<file path="src/tlm_regs.svh">
// Register offsets, field positions, reset values for the laser module
// control pins and for the host-side controller.
// Assumes inclusion by bare name from the files that need it.
`ifndef TLM_REGS_SVH
`define TLM_REGS_SVH

// ----------------------------------------
// Module registers over the command link
// ----------------------------------------
`define TLM_ADDR_STATUS       8'h21
`define TLM_ADDR_SRQ_MASK     8'h28
`define TLM_ADDR_LASER_CTRL   8'h31
`define TLM_CTRL_SOFTWARE_LASER_ENABLE_BIT     0
`define TLM_CTRL_STRAP_LSB    8
`define TLM_STATUS_RESET      16'h0000
`define TLM_MASK_RESET        16'hffff

// ----------------------------------------
// Host controller registers (word index)
// ----------------------------------------
`define TLM_HOST_PIN_CTRL     3'h0
`define TLM_HOST_CMD          3'h1
`define TLM_HOST_RESULT       3'h2
`define TLM_HOST_IRQ_STATUS   3'h3
`define TLM_HOST_IRQ_MASK     3'h4
`define TLM_PIN_HOLD_BIT      0
`define TLM_PIN_KILL_BIT      1
`define TLM_PIN_CTRL_RESET    2'h2
`define TLM_CMD_WRITE_BIT     31
`define TLM_CMD_ADDR_LSB      16
`define TLM_RES_BUSY_BIT      16
`define TLM_RES_SRQ_BIT       17
`define TLM_RES_READY_BIT     18
`define TLM_IRQ_DONE_BIT      0
`define TLM_IRQ_SRQ_BIT       1
`define TLM_IRQ_RESET         2'h0

`endif

</file>
<file path="src/tlm_pins_if.sv">
// Pins between the laser module and the host board, plus the
// register command link that stands for the serial protocol.
// Assumes both ends share ref_clk_i in the bench.
`timescale 1ns/100ps

interface tlm_pins_if;
  logic        hold_reset_low;
  logic        optical_kill_low;
  logic        link_ready_low;
  logic        service_request_low;
  logic        cmd_valid;
  logic        cmd_write;
  logic [7:0]  cmd_addr;
  logic [15:0] cmd_wdata;
  logic        rsp_valid;
  logic [15:0] rsp_rdata;

  modport dev (
    input  hold_reset_low, optical_kill_low, cmd_valid, cmd_write, cmd_addr, cmd_wdata,
    output link_ready_low, service_request_low, rsp_valid, rsp_rdata
  );

  modport host (
    output hold_reset_low, optical_kill_low, cmd_valid, cmd_write, cmd_addr, cmd_wdata,
    input  link_ready_low, service_request_low, rsp_valid, rsp_rdata
  );
endinterface

</file>
<file path="src/tlm_device_end.sv">
// Laser module end of the control pins: hold-in-reset, optical kill,
// link ready and latching service request, with the status and mask
// registers reached over the command link.
// Assumes the host drives the pins and command link of tlm_pins_if.
`timescale 1ns/100ps
`include "tlm_regs.svh"

module tlm_device_end #(
  parameter int STRAP_W = 2,
  parameter int STAT_W  = 16
) (
  input  wire logic               ref_clk_i,
  input  wire logic               reset_i,
  tlm_pins_if.dev                 pins,
  input  wire logic [STRAP_W-1:0] strap_i,
  input  wire logic [STAT_W-1:0]  status_event_i,
  output logic                    laser_on_o,
  output logic                    cooler_on_o,
  output logic                    cpu_reset_o,
  output logic                    protocol_active_o,
  output logic [STRAP_W-1:0]      strap_o,
  output logic                    software_laser_enable_o
);

  // ----------------------------------------
  // Pin synchronisers
  // ----------------------------------------
  logic [STRAP_W+1:0] pins_sync;
  logic               hold_release;
  logic               kill_release;
  logic [STRAP_W-1:0] strap_sync;
  logic               hold_prev;
  logic               held;
  logic               killed;
  logic               hold_rise;

  // Resets to zero so the module starts held and killed
  tlm_sync2 #(
    .W    (STRAP_W + 2),
    .INIT ('0)
  ) u_pin_sync (
    .ref_clk_i (ref_clk_i),
    .reset_i   (reset_i),
    .async_i   ({strap_i, pins.optical_kill_low, pins.hold_reset_low}),
    .sync_o    (pins_sync)
  );

  assign hold_release = pins_sync[0];
  assign kill_release = pins_sync[1];
  assign strap_sync   = pins_sync[STRAP_W+1:2];
  assign held         = ~hold_release;
  assign killed       = ~kill_release;
  assign hold_rise    = hold_release & ~hold_prev;

  always_ff @(posedge ref_clk_i) begin
    if (reset_i) begin
      hold_prev <= 1'b0;
    end else begin
      hold_prev <= hold_release;
    end
  end

  // ----------------------------------------
  // Strap capture
  // ----------------------------------------
  // Straps only change at a hold release, never mid-operation
  always_ff @(posedge ref_clk_i) begin
    if (reset_i) begin
      strap_o <= '0;
    end else if (hold_rise) begin
      strap_o <= strap_sync;
    end
  end

  // ----------------------------------------
  // Command link decode
  // ----------------------------------------
  logic              take;
  logic              wr_status;
  logic              wr_mask;
  logic              wr_ctrl;
  logic [STAT_W-1:0] module_status_flags;
  logic [STAT_W-1:0] service_trigger_mask;
  logic              request_pending;
  logic              status_clr_d;
  logic [STAT_W-1:0] srq_cause;
  logic              cause_left;

  // Commands are served even while a service request is pending
  assign take      = pins.cmd_valid & ~pins.link_ready_low & ~held;
  assign wr_status = take & pins.cmd_write & (pins.cmd_addr == `TLM_ADDR_STATUS);
  assign wr_mask   = take & pins.cmd_write & (pins.cmd_addr == `TLM_ADDR_SRQ_MASK);
  assign wr_ctrl   = take & pins.cmd_write & (pins.cmd_addr == `TLM_ADDR_LASER_CTRL);

  assign request_pending = |(module_status_flags & service_trigger_mask);
  assign cause_left      = |(srq_cause & module_status_flags);

  // Ready drops only when idle; busy from take until host drops valid
  always_ff @(posedge ref_clk_i) begin
    if (reset_i || held) begin
      pins.link_ready_low <= 1'b1;
    end else if (take) begin
      pins.link_ready_low <= 1'b1;
    end else if (!pins.cmd_valid) begin
      pins.link_ready_low <= 1'b0;
    end
  end

  always_ff @(posedge ref_clk_i) begin
    if (reset_i || held) begin
      pins.rsp_valid <= 1'b0;
    end else begin
      pins.rsp_valid <= take;
    end
  end

  always_ff @(posedge ref_clk_i) begin
    if (reset_i || held) begin
      pins.rsp_rdata <= 16'h0000;
    end else if (take) begin
      unique case (pins.cmd_addr)
        `TLM_ADDR_STATUS:     pins.rsp_rdata <= 16'(module_status_flags);
        `TLM_ADDR_SRQ_MASK:   pins.rsp_rdata <= 16'(service_trigger_mask);
        `TLM_ADDR_LASER_CTRL: begin
          pins.rsp_rdata <= 16'(({8'h00, 8'(strap_o)} << `TLM_CTRL_STRAP_LSB)
                                | (16'(software_laser_enable_o) << `TLM_CTRL_SOFTWARE_LASER_ENABLE_BIT));
        end
        default:              pins.rsp_rdata <= 16'h0000;
      endcase
    end
  end

  // ----------------------------------------
  // Status and trigger mask
  // ----------------------------------------
  // A new event in the clearing cycle survives the clear
  always_ff @(posedge ref_clk_i) begin
    if (reset_i || held) begin
      module_status_flags <= `TLM_STATUS_RESET;
    end else begin
      module_status_flags <= (module_status_flags
                              & ~(wr_status ? STAT_W'(pins.cmd_wdata) : '0))
                             | status_event_i;
    end
  end

  always_ff @(posedge ref_clk_i) begin
    if (reset_i || held) begin
      service_trigger_mask <= `TLM_MASK_RESET;
    end else if (wr_mask) begin
      service_trigger_mask <= STAT_W'(pins.cmd_wdata);
    end
  end

  // ----------------------------------------
  // Service request
  // ----------------------------------------
  always_ff @(posedge ref_clk_i) begin
    if (reset_i || held) begin
      status_clr_d <= 1'b0;
    end else begin
      status_clr_d <= wr_status;
    end
  end

  // Bits that raised the line stay owed until cleared, even if unmasked later
  always_ff @(posedge ref_clk_i) begin
    if (reset_i || held) begin
      srq_cause <= '0;
    end else begin
      srq_cause <= (srq_cause & module_status_flags)
                   | (module_status_flags & service_trigger_mask);
    end
  end

  // Narrowing the mask alone does not release the line; a clear must
  always_ff @(posedge ref_clk_i) begin
    if (reset_i || held) begin
      pins.service_request_low <= 1'b1;
    end else if (request_pending) begin
      pins.service_request_low <= 1'b0;
    end else if (status_clr_d && !cause_left) begin
      pins.service_request_low <= 1'b1;
    end
  end

  // ----------------------------------------
  // Laser control
  // ----------------------------------------
  // Kill wins over a same-cycle enable write
  always_ff @(posedge ref_clk_i) begin
    if (reset_i || held) begin
      software_laser_enable_o <= 1'b0;
    end else if (killed) begin
      software_laser_enable_o <= 1'b0;
    end else if (wr_ctrl) begin
      software_laser_enable_o <= pins.cmd_wdata[`TLM_CTRL_SOFTWARE_LASER_ENABLE_BIT];
    end
  end

  always_ff @(posedge ref_clk_i) begin
    if (reset_i) begin
      laser_on_o        <= 1'b0;
      cooler_on_o       <= 1'b0;
      cpu_reset_o       <= 1'b1;
      protocol_active_o <= 1'b0;
    end else begin
      laser_on_o        <= ~held & ~killed & software_laser_enable_o;
      cooler_on_o       <= ~held;
      cpu_reset_o       <= held;
      protocol_active_o <= ~held;
    end
  end

endmodule

</file>
<file path="src/tlm_sync2.sv">
// Two-flop synchroniser for asynchronous levels.
// Assumes the first stage is read by the second stage only.
`timescale 1ns/100ps

module tlm_sync2 #(
  parameter int           W    = 1,
  parameter logic [W-1:0] INIT = '0
) (
  input  wire logic         ref_clk_i,
  input  wire logic         reset_i,
  input  wire logic [W-1:0] async_i,
  output logic      [W-1:0] sync_o
);

  logic [W-1:0] meta;

  always_ff @(posedge ref_clk_i) begin
    if (reset_i) begin
      meta   <= INIT;
      sync_o <= INIT;
    end else begin
      meta   <= async_i;
      sync_o <= meta;
    end
  end

endmodule
</file>
<file path="src/flat_wrapper.sv">
// flat-port wrapper written by rule: the top's interface ports become plain ports
module tlm_device_end_flat 
#(
  parameter int STRAP_W = 2,
  parameter int STAT_W  = 16
)
  (ref_clk_i, reset_i, strap_i, status_event_i, laser_on_o, cooler_on_o, cpu_reset_o, protocol_active_o, strap_o, software_laser_enable_o, pins_hold_reset_low, pins_optical_kill_low, pins_cmd_valid, pins_cmd_write, pins_cmd_addr, pins_cmd_wdata, pins_link_ready_low, pins_service_request_low, pins_rsp_valid, pins_rsp_rdata);
  tlm_pins_if pins_i ();
  input  wire logic ref_clk_i;
  input  wire logic reset_i;
  input  wire logic [STRAP_W-1:0] strap_i;
  input  wire logic [STAT_W-1:0] status_event_i;
  output logic laser_on_o;
  output logic cooler_on_o;
  output logic cpu_reset_o;
  output logic protocol_active_o;
  output logic [STRAP_W-1:0] strap_o;
  output logic software_laser_enable_o;
  input wire logic [$bits(pins_i.hold_reset_low)-1:0] pins_hold_reset_low;
  input wire logic [$bits(pins_i.optical_kill_low)-1:0] pins_optical_kill_low;
  input wire logic [$bits(pins_i.cmd_valid)-1:0] pins_cmd_valid;
  input wire logic [$bits(pins_i.cmd_write)-1:0] pins_cmd_write;
  input wire logic [$bits(pins_i.cmd_addr)-1:0] pins_cmd_addr;
  input wire logic [$bits(pins_i.cmd_wdata)-1:0] pins_cmd_wdata;
  output wire logic [$bits(pins_i.link_ready_low)-1:0] pins_link_ready_low;
  output wire logic [$bits(pins_i.service_request_low)-1:0] pins_service_request_low;
  output wire logic [$bits(pins_i.rsp_valid)-1:0] pins_rsp_valid;
  output wire logic [$bits(pins_i.rsp_rdata)-1:0] pins_rsp_rdata;
  assign pins_i.hold_reset_low = pins_hold_reset_low;
  assign pins_i.optical_kill_low = pins_optical_kill_low;
  assign pins_i.cmd_valid = pins_cmd_valid;
  assign pins_i.cmd_write = pins_cmd_write;
  assign pins_i.cmd_addr = pins_cmd_addr;
  assign pins_i.cmd_wdata = pins_cmd_wdata;
  assign pins_link_ready_low = pins_i.link_ready_low;
  assign pins_service_request_low = pins_i.service_request_low;
  assign pins_rsp_valid = pins_i.rsp_valid;
  assign pins_rsp_rdata = pins_i.rsp_rdata;
  tlm_device_end #(.STRAP_W(STRAP_W), .STAT_W(STAT_W)) u_core (.ref_clk_i(ref_clk_i), .reset_i(reset_i), .pins(pins_i), .strap_i(strap_i), .status_event_i(status_event_i), .laser_on_o(laser_on_o), .cooler_on_o(cooler_on_o), .cpu_reset_o(cpu_reset_o), .protocol_active_o(protocol_active_o), .strap_o(strap_o), .software_laser_enable_o(software_laser_enable_o));
endmodule
</file>
<file path="config.mk">
export PLATFORM = sky130hd
export DESIGN_NAME = tlm_device_end_flat
export DESIGN_NICKNAME = d
export VERILOG_FILES = /design/src/tlm_pins_if.sv /design/src/tlm_device_end.sv /design/src/tlm_sync2.sv /design/src/flat_wrapper.sv
export VERILOG_INCLUDE_DIRS = /design/src
export SDC_FILE = /design/constraint.sdc
export NUM_CORES = 1
export LEC_CHECK = 0
export ABC_CLOCK_PERIOD_IN_PS = 1450
export BUFFER_PORTS_ARGS = -buffer_cell sky130_fd_sc_hd__clkbuf_2
export CAP_MARGIN = 30
export CORE_MARGIN = 2
export CORE_UTILIZATION = 49
export CTS_BUF_LIST = sky130_fd_sc_hd__clkbuf_4
export CTS_CLUSTER_DIAMETER = 150
export DETAILED_ROUTE_END_ITERATION = 8
export PLACE_DENSITY = 0.75
export SYNTH_ARGS = -nofsm -noshare
export SYNTH_HDL_FRONTEND = slang
export SYNTH_HIERARCHICAL = 1
export SYNTH_SLANG_ARGS = --single-unit
export TNS_END_PERCENT = 30
</file>
<file path="constraint.sdc">
create_clock -name ref_clk_i -period 1.45 [get_ports ref_clk_i]
set_input_delay 0.145 -clock ref_clk_i [delete_from_list [all_inputs] [get_ports ref_clk_i]]
set_output_delay 0.145 -clock ref_clk_i [all_outputs]
set_load 0.005 [all_outputs]
</file>
==> metrics.cfg, run 1 <==
[outcome]
status=complete, but fails checks
violations=setup timing

[finish]
num-fill-cells=451
final_nets=528
antenna_cells=0
drive_above_1_share=0.268
area_delta_synth_final_pct=41.3

[timing]
fin_crit_ps=1450
setup_ws_ps=-1.76
hold_slack_ps=36.0
rsz0062_at_grt=yes
fin_crit_sh=1.00
hold_violations=0
fmaxAchievable_mhz=689
finalClockSkew_ps=8.82
slew_viol_final=0
setup-violations-final=1
tns_ps=-1.76
relSlewSlack=0.689
worst_pin_slew_ps=465

[die]
row_count=28
die-area_sq_um=6890
placeableCoreArea_sq_um=5990
start_util=0.511
die_w_um=83.0
io_pins=74
dieHeight_um=83.0

[route]
wire_per_inst_um=16.1
num_vias=3144
routed_wl_mm=9.03
antenna_left=0
drc=0
firstDrtPassIters=5
viasPerCell=5.61
dr.first_iter.drc_count=225

[clocking]
clockBufferDepth=2
h-tree-depth=3
clkSlewWorstSetupHoldPaths_ps=130
cts_tree=built
root_buffer=clkbuf_4
cts_buffers=9
clkLatencyLatePin_ps=430
clock-sinks=82

[worst_hold_path]
holdCritPathClass=in -> reg
hp-start=reset_i

[synthesis]
synth_cell_types=35
yosys_warnings=6
syn_nets=390
syn_inst=342
avgSynthCellArea_sq_um=8.95
ys_seq_area_frac=0.536
yosys_register_bits=82
syn_area_sq_um=3060

[critical_path]
cp-endpoint=u_core/pins.rsp_rdata[4]$_SDFFE_PP0P_
worst_r2r_endpoint=u_core/pins.rsp_rdata[4]$_SDFFE_PP0P_
critPathKind=reg -> reg
cp_data_required_time_ps=1770
critPathMaxFanout=5
cp.arrival_ps=1770
worstReg2RegStart=u_core/u_pin_sync/sync_o[0]$_SDFF_PP0_
ff2ff_setup_slack_ps=-2
critPathLaunchType=flip-flop
startpoint=u_core/u_pin_sync/sync_o[0]$_SDFF_PP0_
worst-r2r-cell-count=6
end_kind=flip-flop

[power_and_ir_drop]
ir_drop_mv=0.737
leakage_nw=1.87
power_density_nw_per_um2=945
p_total_mw=4.09

[place]
place.port_buffers=73
place_congestion=0.809
dp_hpwl_mm=5.44

[grt]
grt_antenna_before_repair=0
grt_overflow=0
grt_pass1_wl_mm=13.5
grt_max_degree=25
first_global_vias=2832
track_usage=0.245

[run]
drv_cap=0

[worst max-delay path: stages, from the launching register on]
cell      delay (ps)
dfxtp_2          340
and2b_2          230
buf_12           130
and2_1           140
o211ai_1         180
buf_4            220
o21ai_0          110
[registers in the layout (all words and copies together) (netlist names), 2 cells and up]
| register | flops |
|---|---|
| u_core/module_status_flags | 16 |
| u_core/pins.rsp_rdata | 16 |
| u_core/service_trigger_mask | 16 |
| u_core/srq_cause | 16 |
| u_core/u_pin_sync/meta | 4 |
| u_core/u_pin_sync/sync_o | 4 |
| u_core/strap_o | 2 |
[Yosys cell counts]
master	number	share of area
dfxtp_1	82	0.54
o21ai_0	49	0.080
nand2_1	34	0.042
nand3_1	33	0.054
nor2_1	21	0.026
a22oi_1	19	0.047
a31oi_1	17	0.035
inv_1	16	0.020
nor2b_1	12	0.025
clkbuf_1	11	0.013
a22o_1	5	0.014
and3_1	5	0.010
a221oi_1	4	0.011
mux2i_1	4	0.013
a21oi_1	3	0.0049
and2_1	3	0.0061
buf_4	3	0.0074
nand4_1	3	0.0061
buf_2	2	0.0033
a222oi_1	1	0.0033
a32oi_1	1	0.0029
a41oi_1	1	0.0029
and2b_1	1	0.0025
and4_1	1	0.0029
and4b_1	1	0.0033
buf_6	1	0.0037
clkbuf_2	1	0.0016
clkinv_1	1	0.0012
nand2b_1	1	0.0020
nor3_1	1	0.0016
nor3b_1	1	0.0025
nor3b_4	1	0.0061
nor4b_1	1	0.0029
o211ai_1	1	0.0025
or4b_4	1	0.0045
[kinds of logic (layout without fill, tap and decap cells)]
kind of cell,after synthesis,count (layout),share of synthesized area
AND/OR/NAND/NOR,120,120,0.197
AO/OA/AOI/OAI,101,101,0.204
flip-flops,82,82,0.536
buffers and inverters,35,178,0.0503
multiplexers,4,4,0.0131
[final cells by class]
cell class / count / area [sq um] / area share
repair buffers: 145 / 1090 / 0.251
clock buffers: 9 / 67.6 / 0.0156
inverters: 17 / 63.8 / 0.0148
multi-input cells: 225 / 1280 / 0.295
clock inverters: 7 / 93.8 / 0.0217
flip-flops and latches: 82 / 1640 / 0.380
well taps: 75 / 93.8 / 0.0217
[stage by stage]
stage,area [sq um],cells,utilization,worst slack (ps)
final,4330,560,0.722,-1.76
after global routing,4330,560,0.722,-44.2
after CTS,4250,554,0.709,17.5
after detailed placement,3670,500,0.612,-178
after global placement,3660,499,0.610,-169
after floorplan,3060,342,-,-71.4
[metal layers]
layer  up-vias  part of all wire  GRT usage
met5         -                 0          0
met4         0             0.021     0.0745
met3        23             0.054     0.0457
met2       129              0.52      0.442
met1      1485              0.40      0.294
li1       1507                 -          -
[layout by cell type (no fill, tap or decap), drive strengths merged, types with 2 or more instances in the layout]
cell type / n
buf: 33
nand3: 33
and2: 3
bufinv: 2
a31oi: 17
dfxtp: 82
dlygate4sd3: 37
clkinv: 5
o21ai: 49
nand4: 3
a21oi: 3
nand2: 34
a22o: 5
inv: 16
and3: 5
a22oi: 19
nor3b: 2
mux2i: 4
clkbuf: 83
nor2b: 12
a221oi: 4
nor2: 21
[worst min path at each step]
stage,slack (ps),cells after the start,end
finish,40,3,u_core/u_pin_sync/sync_o[0]$_SDFF_PP0_
global route,20,3,u_core/u_pin_sync/sync_o[0]$_SDFF_PP0_
CTS,20,3,u_core/u_pin_sync/meta[0]$_SDFF_PP0_
detailed placement,350,2,u_core/module_status_flags[2]$_SDFF_PP0_
global placement,350,2,u_core/module_status_flags[3]$_SDFF_PP0_
floorplan,220,1,u_core/u_pin_sync/meta[0]$_SDFF_PP0_
[report_power, final]
part | internal, mW | switching, mW | total (mW) | leakage (nW)
clock network | 0.696 | 0.802 | 1.50 | 0.0835
logic | 0.183 | 0.115 | 0.298 | 1.12
registers | 2.28 | 0.0159 | 2.29 | 0.664
[repair_timing]
action                     4_1_cts  5_1_grt
setup endpoints to repair       16       31
setup buffers                    0        4
hold endpoints to repair        38        0
hold buffers                    37        0
cloned                           1        2
pin swaps                        0        2
gates resized for setup          5       14
Note: power is estimated with default switching activity, not from simulation.
==> run 2, diff against run 1 <==
--- a/config.mk
+++ b/config.mk
@@ -10,13 +10,12 @@
 export BUFFER_PORTS_ARGS = -buffer_cell sky130_fd_sc_hd__clkbuf_2
 export CAP_MARGIN = 30
 export CORE_MARGIN = 2
-export CORE_UTILIZATION = 49
+export CORE_UTILIZATION = 50
 export CTS_BUF_LIST = sky130_fd_sc_hd__clkbuf_4
 export CTS_CLUSTER_DIAMETER = 150
 export DETAILED_ROUTE_END_ITERATION = 8
-export PLACE_DENSITY = 0.75
+export PLACE_DENSITY = 0.76
 export SYNTH_ARGS = -nofsm -noshare
 export SYNTH_HDL_FRONTEND = slang
-export SYNTH_HIERARCHICAL = 1
 export SYNTH_SLANG_ARGS = --single-unit
 export TNS_END_PERCENT = 30
==> metrics.cfg, run 2 <==
[route]
viasPerCell=5.54  ; was 5.61
routed_wl_mm=8.17  ; was 9.03 mm
antenna_left=0  ; unchanged
drc=0  ; unchanged
dr.first_iter.drc_count=332  ; was 225
firstDrtPassIters=6  ; was 5
num_vias=2969  ; was 3,144
wire_per_inst_um=15.2  ; was 16.1 um

[timing]
relSlewSlack=0.738  ; was 0.689
worst_pin_slew_ps=391  ; was 465 ps
hold_violations=0  ; unchanged
finalClockSkew_ps=13.3  ; was 8.82 ps
setup-violations-final=0  ; was 1
hold_slack_ps=52.7  ; was 36.0 ps
fmaxAchievable_mhz=745  ; was 689 MHz
setup_ws_ps=108  ; was -1.76 ps
fin_crit_sh=0.925  ; was 1.00
slew_viol_final=0  ; unchanged
fin_crit_ps=1340  ; was 1450 ps
tns_ps=0  ; was -1.76 ps
rsz0062_at_grt=no  ; was yes

[die]
placeableCoreArea_sq_um=5990  ; unchanged
dieHeight_um=83.3  ; was 83.0 um
io_pins=74  ; unchanged
row_count=28  ; unchanged
die-area_sq_um=6950  ; was 6890 sq um
start_util=0.525  ; was 0.511
die_w_um=83.3  ; was 83.0 um

[place]
place_congestion=0.889  ; was 0.809
dp_hpwl_mm=5.59  ; was 5.44 mm
place.port_buffers=73  ; unchanged
postPlaceCellArea_sq_um=3630  ; was 3670 sq um
preCtsSetupSlack_ps=-7.10  ; was -178 ps
dp_cells=483  ; was 500

[finish]
post-route-util=0.693  ; was 0.722
final_nets=504  ; was 528
antenna_cells=0  ; unchanged
num-fill-cells=455  ; was 451
multi_input_area_sq_um=1330  ; was 1280 sq um
final-instance-count-excl-fill=536  ; was 560
final_cell_mix=dfxtp_1 (82), clkbuf_2 (73), o21ai_0 (37), dlygate4sd3_1 (37), nand2_1 (34)  ; was dfxtp_1 (81), clkbuf_2 (73), o21ai_0 (42)
layout_commonest_cell=dfxtp_1  ; unchanged
seq_area_sq_um=1640  ; about the same
drive_above_1_share=0.260  ; was 0.268
finish.instance_area_sq_um=4150  ; was 4330 sq um
area_delta_synth_final_pct=31.8  ; was 41.3%

[critical_path]
crit_buf_inv=1  ; was 2
ff2ff_setup_slack_ps=110  ; was -2 ps
slowest_delay_ps=360  ; was 340 ps
crit_family=simple AND/OR/NAND/NOR gates  ; unchanged
cpMostUsedCell=nand3_1
worstPathCellList=and4b_2 > nand3_1 > buf_4 > nand2_1 > nand3_1  ; was and2b_2 > buf_12 > and2_1 > o211ai_1 > buf_4 > o21ai_0
worstReg2RegStart=u_core.pins.link_ready_low$_SDFFE_PP1N_  ; was u_core/u_pin_sync/sync_o[0]$_SDFF_PP0_
cp_data_required_time_ps=1760  ; was 1770 ps
cp_slowest_cell=and4b_2  ; was dfxtp_2
worst-r2r-cell-count=5  ; was 6
critPathMaxFanout=16  ; was 5
critPathLaunchType=flip-flop  ; unchanged
end_kind=flip-flop  ; unchanged
cp.arrival_ps=1650  ; was 1770 ps
critPathKind=reg -> reg  ; unchanged
worst_r2r_endpoint=u_core.service_trigger_mask[6]$_SDFFE_PP1P_  ; was u_core/pins.rsp_rdata[4]$_SDFFE_PP0P_

[synthesis]
avgSynthCellArea_sq_um=9.29  ; was 8.95 sq um
syn_area_sq_um=3150  ; was 3060 sq um
synthTopCellsByArea=dfxtp_1 (52%), o21ai_0 (5.9%), nand3_1 (5.2%)  ; was dfxtp_1 (54%), o21ai_0 (8.0%), nand3_1 (5.4%)
synth_cell_types=38  ; was 35
ys_seq_area_frac=0.521  ; was 0.536
synth-main-ff-cell=dfxtp_1  ; unchanged
yosys_register_bits=82  ; unchanged
yosysTopAreaCell=dfxtp_1  ; unchanged
async_flop_share=0  ; unchanged
synth_edf_count=0  ; unchanged
syn_inst=339  ; was 342
synth_top_area_share=0.521  ; was 0.536
yosys_warnings=0  ; was 6
syn_nets=387  ; was 390
synth_most_common_cell=dfxtp_1  ; unchanged
ys_top_cells_by_count=dfxtp_1 (82), o21ai_0 (37), nand2_1 (34), nand3_1 (33), a22oi_1 (21)  ; was dfxtp_1 (82), o21ai_0 (49), nand2_1 (34), nand3_1 (33), nor2_1 (21)

[clocking]
clock-sinks=82  ; unchanged
root_buffer=clkbuf_4  ; unchanged
clockBufferDepth=2  ; unchanged
h-tree-depth=3  ; unchanged
clkLatencyLatePin_ps=440  ; was 430 ps
cts_tree=built  ; unchanged
cts_setup_buffers=0  ; unchanged
cts_buffers=9  ; unchanged
clkSlewWorstSetupHoldPaths_ps=140  ; was 130 ps

[worst_hold_path]
holdPathStages=3  ; unchanged
hold_end=u_core.u_pin_sync.sync_o[2]$_SDFF_PP0_  ; was u_core/u_pin_sync/sync_o[0]$_SDFF_PP0_
hp-start=reset_i  ; unchanged
holdCritPathClass=in -> reg  ; unchanged

[power_and_ir_drop]
ir_drop_mv=0.714  ; was 0.737 mV
pwr-share-clk=0.348  ; was 0.367
switching_share=0.244  ; was 0.228
power_density_nw_per_um2=947  ; was 945 nW/um^2
p_sw_mw=0.960  ; was 0.933 mW
leakage_nw=1.76  ; was 1.87 nW
p_int_mw=2.97  ; was 3.15 mW
seqPwrFrac=0.583  ; was 0.561
p_total_mw=3.93  ; was 4.09 mW
combPwrFrac=0.069  ; was 0.073

[grt]
grt_max_degree=33  ; was 25
first_global_vias=2852  ; was 2,832
track_usage=0.241  ; was 0.245
grt_overflow=0  ; unchanged
grt_antenna_before_repair=0  ; unchanged
grt_pass1_wl_mm=13.5  ; about the same

[outcome]
status=complete, no violations  ; was complete, but fails checks

[run]
drv_cap=0  ; unchanged

run 2: cell families (layout without fill, tap and decap cells):
family	count (synthesis)	count (layout)	share of synthesized area
DFF	82	82	0.521
buffers and inverters	35	157	0.0576
and+or+nand+nor	118	118	0.198
muxes	3	3	0.00954
AOI/OAI and AO/OA	101	101	0.214
run 2: power groups by stage:
stage               registers, mW  logic [mW]  clock network [mW]
finish                       2.29       0.271                1.37
CTS                          2.29       0.268                1.38
floorplan                    2.34      0.0773                   0
global placement             2.34       0.184                   0
global route                 2.30       0.300                1.46
detailed placement           2.34       0.189                   0
run 2: worst max path at each step:
stage / slack (ps) / cells after the start / endpoint / start
floorplan: 110 / 6 / u_core.service_trigger_mask[11]$_SDFFE_PP1P_ / u_core.pins.link_ready_low$_SDFFE_PP1N_
global placement: 80 / 6 / u_core.pins.rsp_rdata[15]$_SDFFE_PP0P_ / pins_cmd_addr[1]
detailed placement: -7 / 6 / u_core.pins.rsp_rdata[2]$_SDFFE_PP0P_ / pins_cmd_addr[1]
CTS: 70 / 5 / u_core.service_trigger_mask[14]$_SDFFE_PP1P_ / u_core.pins.link_ready_low$_SDFFE_PP1N_
global route: 20 / 4 / u_core.pins.service_request_low$_SDFFE_PP1P_ / u_core.module_status_flags[8]$_SDFF_PP0_
finish: 110 / 5 / u_core.service_trigger_mask[6]$_SDFFE_PP1P_ / u_core.pins.link_ready_low$_SDFFE_PP1N_
run 2: layout make-up:
class | instances | share of cell area
sequential | 82 | 0.396
multi-input combinational | 222 | 0.320
timing repair buffer | 124 | 0.212
tap | 75 | 0.0226
clock inverter | 7 | 0.0190
clock buffer | 9 | 0.0163
inverter | 17 | 0.0154
run 2: what timing repair did:
item | CTS | global route
setup endpoints to repair | 0 | 5
endpoints found under the hold margin | 38 | 0
resized for setup | 0 | 1
hold buffers | 37 | 0
run 2: per-layer routing:
layer  GRT usage  wire length (um)  up-vias
li1            -                 -     1451
met1       0.327              3600     1347
met2       0.368              3690      150
met3      0.0417               655       21
met4       0.125               227        0
met5           0                 0        -
run 2: worst register-to-register path: cells and delay by family (launching register included):
| kind | cells | cell delay [ps] |
|---|---|---|
| buf+inv | 1 | 230 |
| simple gates | 4 | 630 |
| flops | 1 | 350 |
==> run 3, diff against run 2 <==
--- a/config.mk
+++ b/config.mk
@@ -11,7 +11,7 @@
 export CAP_MARGIN = 30
 export CORE_MARGIN = 2
 export CORE_UTILIZATION = 50
-export CTS_BUF_LIST = sky130_fd_sc_hd__clkbuf_4
+export CTS_BUF_LIST = sky130_fd_sc_hd__clkbuf_4 sky130_fd_sc_hd__clkbuf_8
 export CTS_CLUSTER_DIAMETER = 150
 export DETAILED_ROUTE_END_ITERATION = 8
 export PLACE_DENSITY = 0.76
==> constraint.sdc (replaced) <==
create_clock -name ref_clk_i -period 1.45 [get_ports ref_clk_i]
set_input_delay 0.29 -clock ref_clk_i [delete_from_list [all_inputs] [get_ports ref_clk_i]]
set_output_delay 0.29 -clock ref_clk_i [all_outputs]
set_load 0.005 [all_outputs]
==> metrics.cfg, run 3 (synthesis gave the netlist of run 2 again) <==
[grt]
grt_overflow=0  ; unchanged
track_usage=0.230  ; was 0.241
first_global_vias=2663  ; was 2,852
grt_pass1_wl_mm=13.1  ; was 13.5 mm
grt_max_degree=23  ; was 33
grt_antenna_before_repair=0  ; unchanged

[die]
dieHeight_um=83.3  ; unchanged
die-area_sq_um=6950  ; unchanged
start_util=0.525  ; unchanged
io_pins=74  ; unchanged
placeableCoreArea_sq_um=5990  ; unchanged
row_count=28  ; unchanged
die_w_um=83.3  ; unchanged

[timing]
fin_crit_ps=1360  ; was 1340 ps
fin_crit_sh=0.938  ; was 0.925
setup_ws_ps=90.0  ; was 108 ps
relSlewSlack=0.739  ; was 0.738
rsz0062_at_grt=no  ; unchanged
setup-violations-final=0  ; unchanged
hold_slack_ps=137  ; was 52.7 ps
tns_ps=0  ; unchanged
slew_viol_final=0  ; unchanged
fmaxAchievable_mhz=735  ; was 745 MHz
hold_violations=0  ; unchanged
finalClockSkew_ps=14.5  ; was 13.3 ps
worst_pin_slew_ps=382  ; was 391 ps

[worst_hold_path]
holdCritPathClass=in -> reg  ; unchanged

[finish]
area_delta_synth_final_pct=22.0  ; was 31.8%
seq_area_sq_um=1640  ; unchanged
final_nets=470  ; was 504
num-fill-cells=511  ; was 455
antenna_cells=0  ; unchanged
post-route-util=0.641  ; was 0.693
drive_above_1_share=0.284  ; was 0.260
final_cell_mix=dfxtp_1 (82), clkbuf_2 (73), o21ai_0 (37)  ; was dfxtp_1 (82), clkbuf_2 (73), o21ai_0 (37), dlygate4sd3_1 (37), nand2_1 (34)
multi_input_area_sq_um=1330  ; about the same
layout_commonest_cell=dfxtp_1  ; unchanged

[route]
wire_per_inst_um=15.4  ; was 15.2 um
firstDrtPassIters=6  ; unchanged
dr.first_iter.drc_count=364  ; was 332
routed_wl_mm=7.71  ; was 8.17 mm
viasPerCell=5.71  ; was 5.54
num_vias=2861  ; was 2,969
antenna_left=0  ; unchanged
drc=0  ; unchanged

[place]
place_congestion=0.927  ; was 0.889
place.port_buffers=73  ; unchanged
preCtsSetupSlack_ps=-90.5  ; was -7.10 ps
dp_hpwl_mm=5.54  ; was 5.59 mm

[critical_path]
cp_data_required_time_ps=1670  ; was 1760 ps
worstPathCellList=and4b_1 > and3_1 > buf_12 > a31oi_1  ; was and4b_2 > nand3_1 > buf_4 > nand2_1 > nand3_1
end_kind=flip-flop  ; unchanged
critPathLaunchType=flip-flop  ; unchanged
crit_family=simple AND/OR/NAND/NOR gates  ; unchanged
critPathMaxFanout=17  ; was 16
cp.arrival_ps=1580  ; was 1650 ps
critPathKind=reg -> reg  ; unchanged
cp_slowest_cell=and4b_1  ; was and4b_2
slowest_delay_ps=400  ; was 360 ps
crit_buf_inv=1  ; unchanged

[power_and_ir_drop]
p_int_mw=3.09  ; was 2.97 mW
power_density_nw_per_um2=1030  ; was 947 nW/um^2
leakage_nw=1.65  ; was 1.76 nW
pwr-share-clk=0.374  ; was 0.348
p_sw_mw=0.877  ; was 0.960 mW
combPwrFrac=0.049  ; was 0.069
p_total_mw=3.97  ; was 3.93 mW
seqPwrFrac=0.577  ; was 0.583
switching_share=0.221  ; was 0.244
ir_drop_mv=0.531  ; was 0.714 mV

[clocking]
post_cts_resized=0  ; unchanged
cts_setup_buffers=0  ; unchanged
cts_buffers=9  ; unchanged
cts_tree=built  ; unchanged
clock-sinks=82  ; unchanged
clkLatencyLatePin_ps=350  ; was 440 ps
clockBufferDepth=2  ; unchanged
h-tree-depth=3  ; unchanged
clkSlewWorstSetupHoldPaths_ps=90  ; was 140 ps
root_buffer=clkbuf_8  ; was clkbuf_4
cts_hold_buf=0  ; was 37

[run]
drv_cap=0  ; unchanged

[outcome]
status=complete, no violations  ; unchanged

run 3: cell types whose count changed in the layout (fill, tap and decap cells not counted), sizes merged:
cell	delta
clkinvlp	-3
clkinv	+1
clkbuf	+3
bufinv	-1
buf	+3
dlygate4sd3	-37
inv	-1
run 3: layer usage:
layer | global-route usage | vias to the layer above | share of wire
li1 | - | 1386 | -
met4 | 0.0760 | 0 | 0.016
met5 | 0 | - | 0
met2 | 0.345 | 123 | 0.44
met3 | 0.0408 | 15 | 0.065
met1 | 0.335 | 1337 | 0.48
run 3: layout make-up:
cell class | count | share of cell area
Timing Repair Buffer | 90 | 0.141
Inverter | 17 | 0.0166
Clock inverter | 3 | 0.00391
Sequential cell | 82 | 0.427
Multi-Input combinational cell | 222 | 0.345
Clock buffer | 12 | 0.0414
Tap cell | 75 | 0.0244
run 3: path summary, 6_finish.rpt:
kind              cells past startpoint                               startpoint                                   endpoint  slack, ps
hold reg to reg                       1     u_core.u_pin_sync.meta[1]$_SDFF_PP0_     u_core.u_pin_sync.sync_o[1]$_SDFF_PP0_        450
setup / recovery                      4  u_core.pins.link_ready_low$_SDFFE_PP1N_  u_core.module_status_flags[10]$_SDFF_PP0_         90
setup reg to reg                      4  u_core.pins.link_ready_low$_SDFFE_PP1N_  u_core.module_status_flags[10]$_SDFF_PP0_         90
hold / removal                        2                        pins_cmd_wdata[7]   u_core.module_status_flags[7]$_SDFF_PP0_        140
run 3: power groups by stage:
stage / registers [mW] / clock network [mW] / logic (mW)
final: 2.29 / 1.48 / 0.196
after CTS: 2.29 / 1.49 / 0.196
after global routing: 2.29 / 1.59 / 0.219
after floorplan: 2.34 / 0 / 0.0773
after detailed placement: 2.34 / 0 / 0.194
after global placement: 2.34 / 0 / 0.189
run 3: stage by stage:
step | instances | area (sq um)
final | 501 | 3840
after global routing | 501 | 3840
after CTS | 501 | 3840
after detailed placement | 486 | 3670
after global placement | 486 | 3670
after floorplan | 339 | 3150
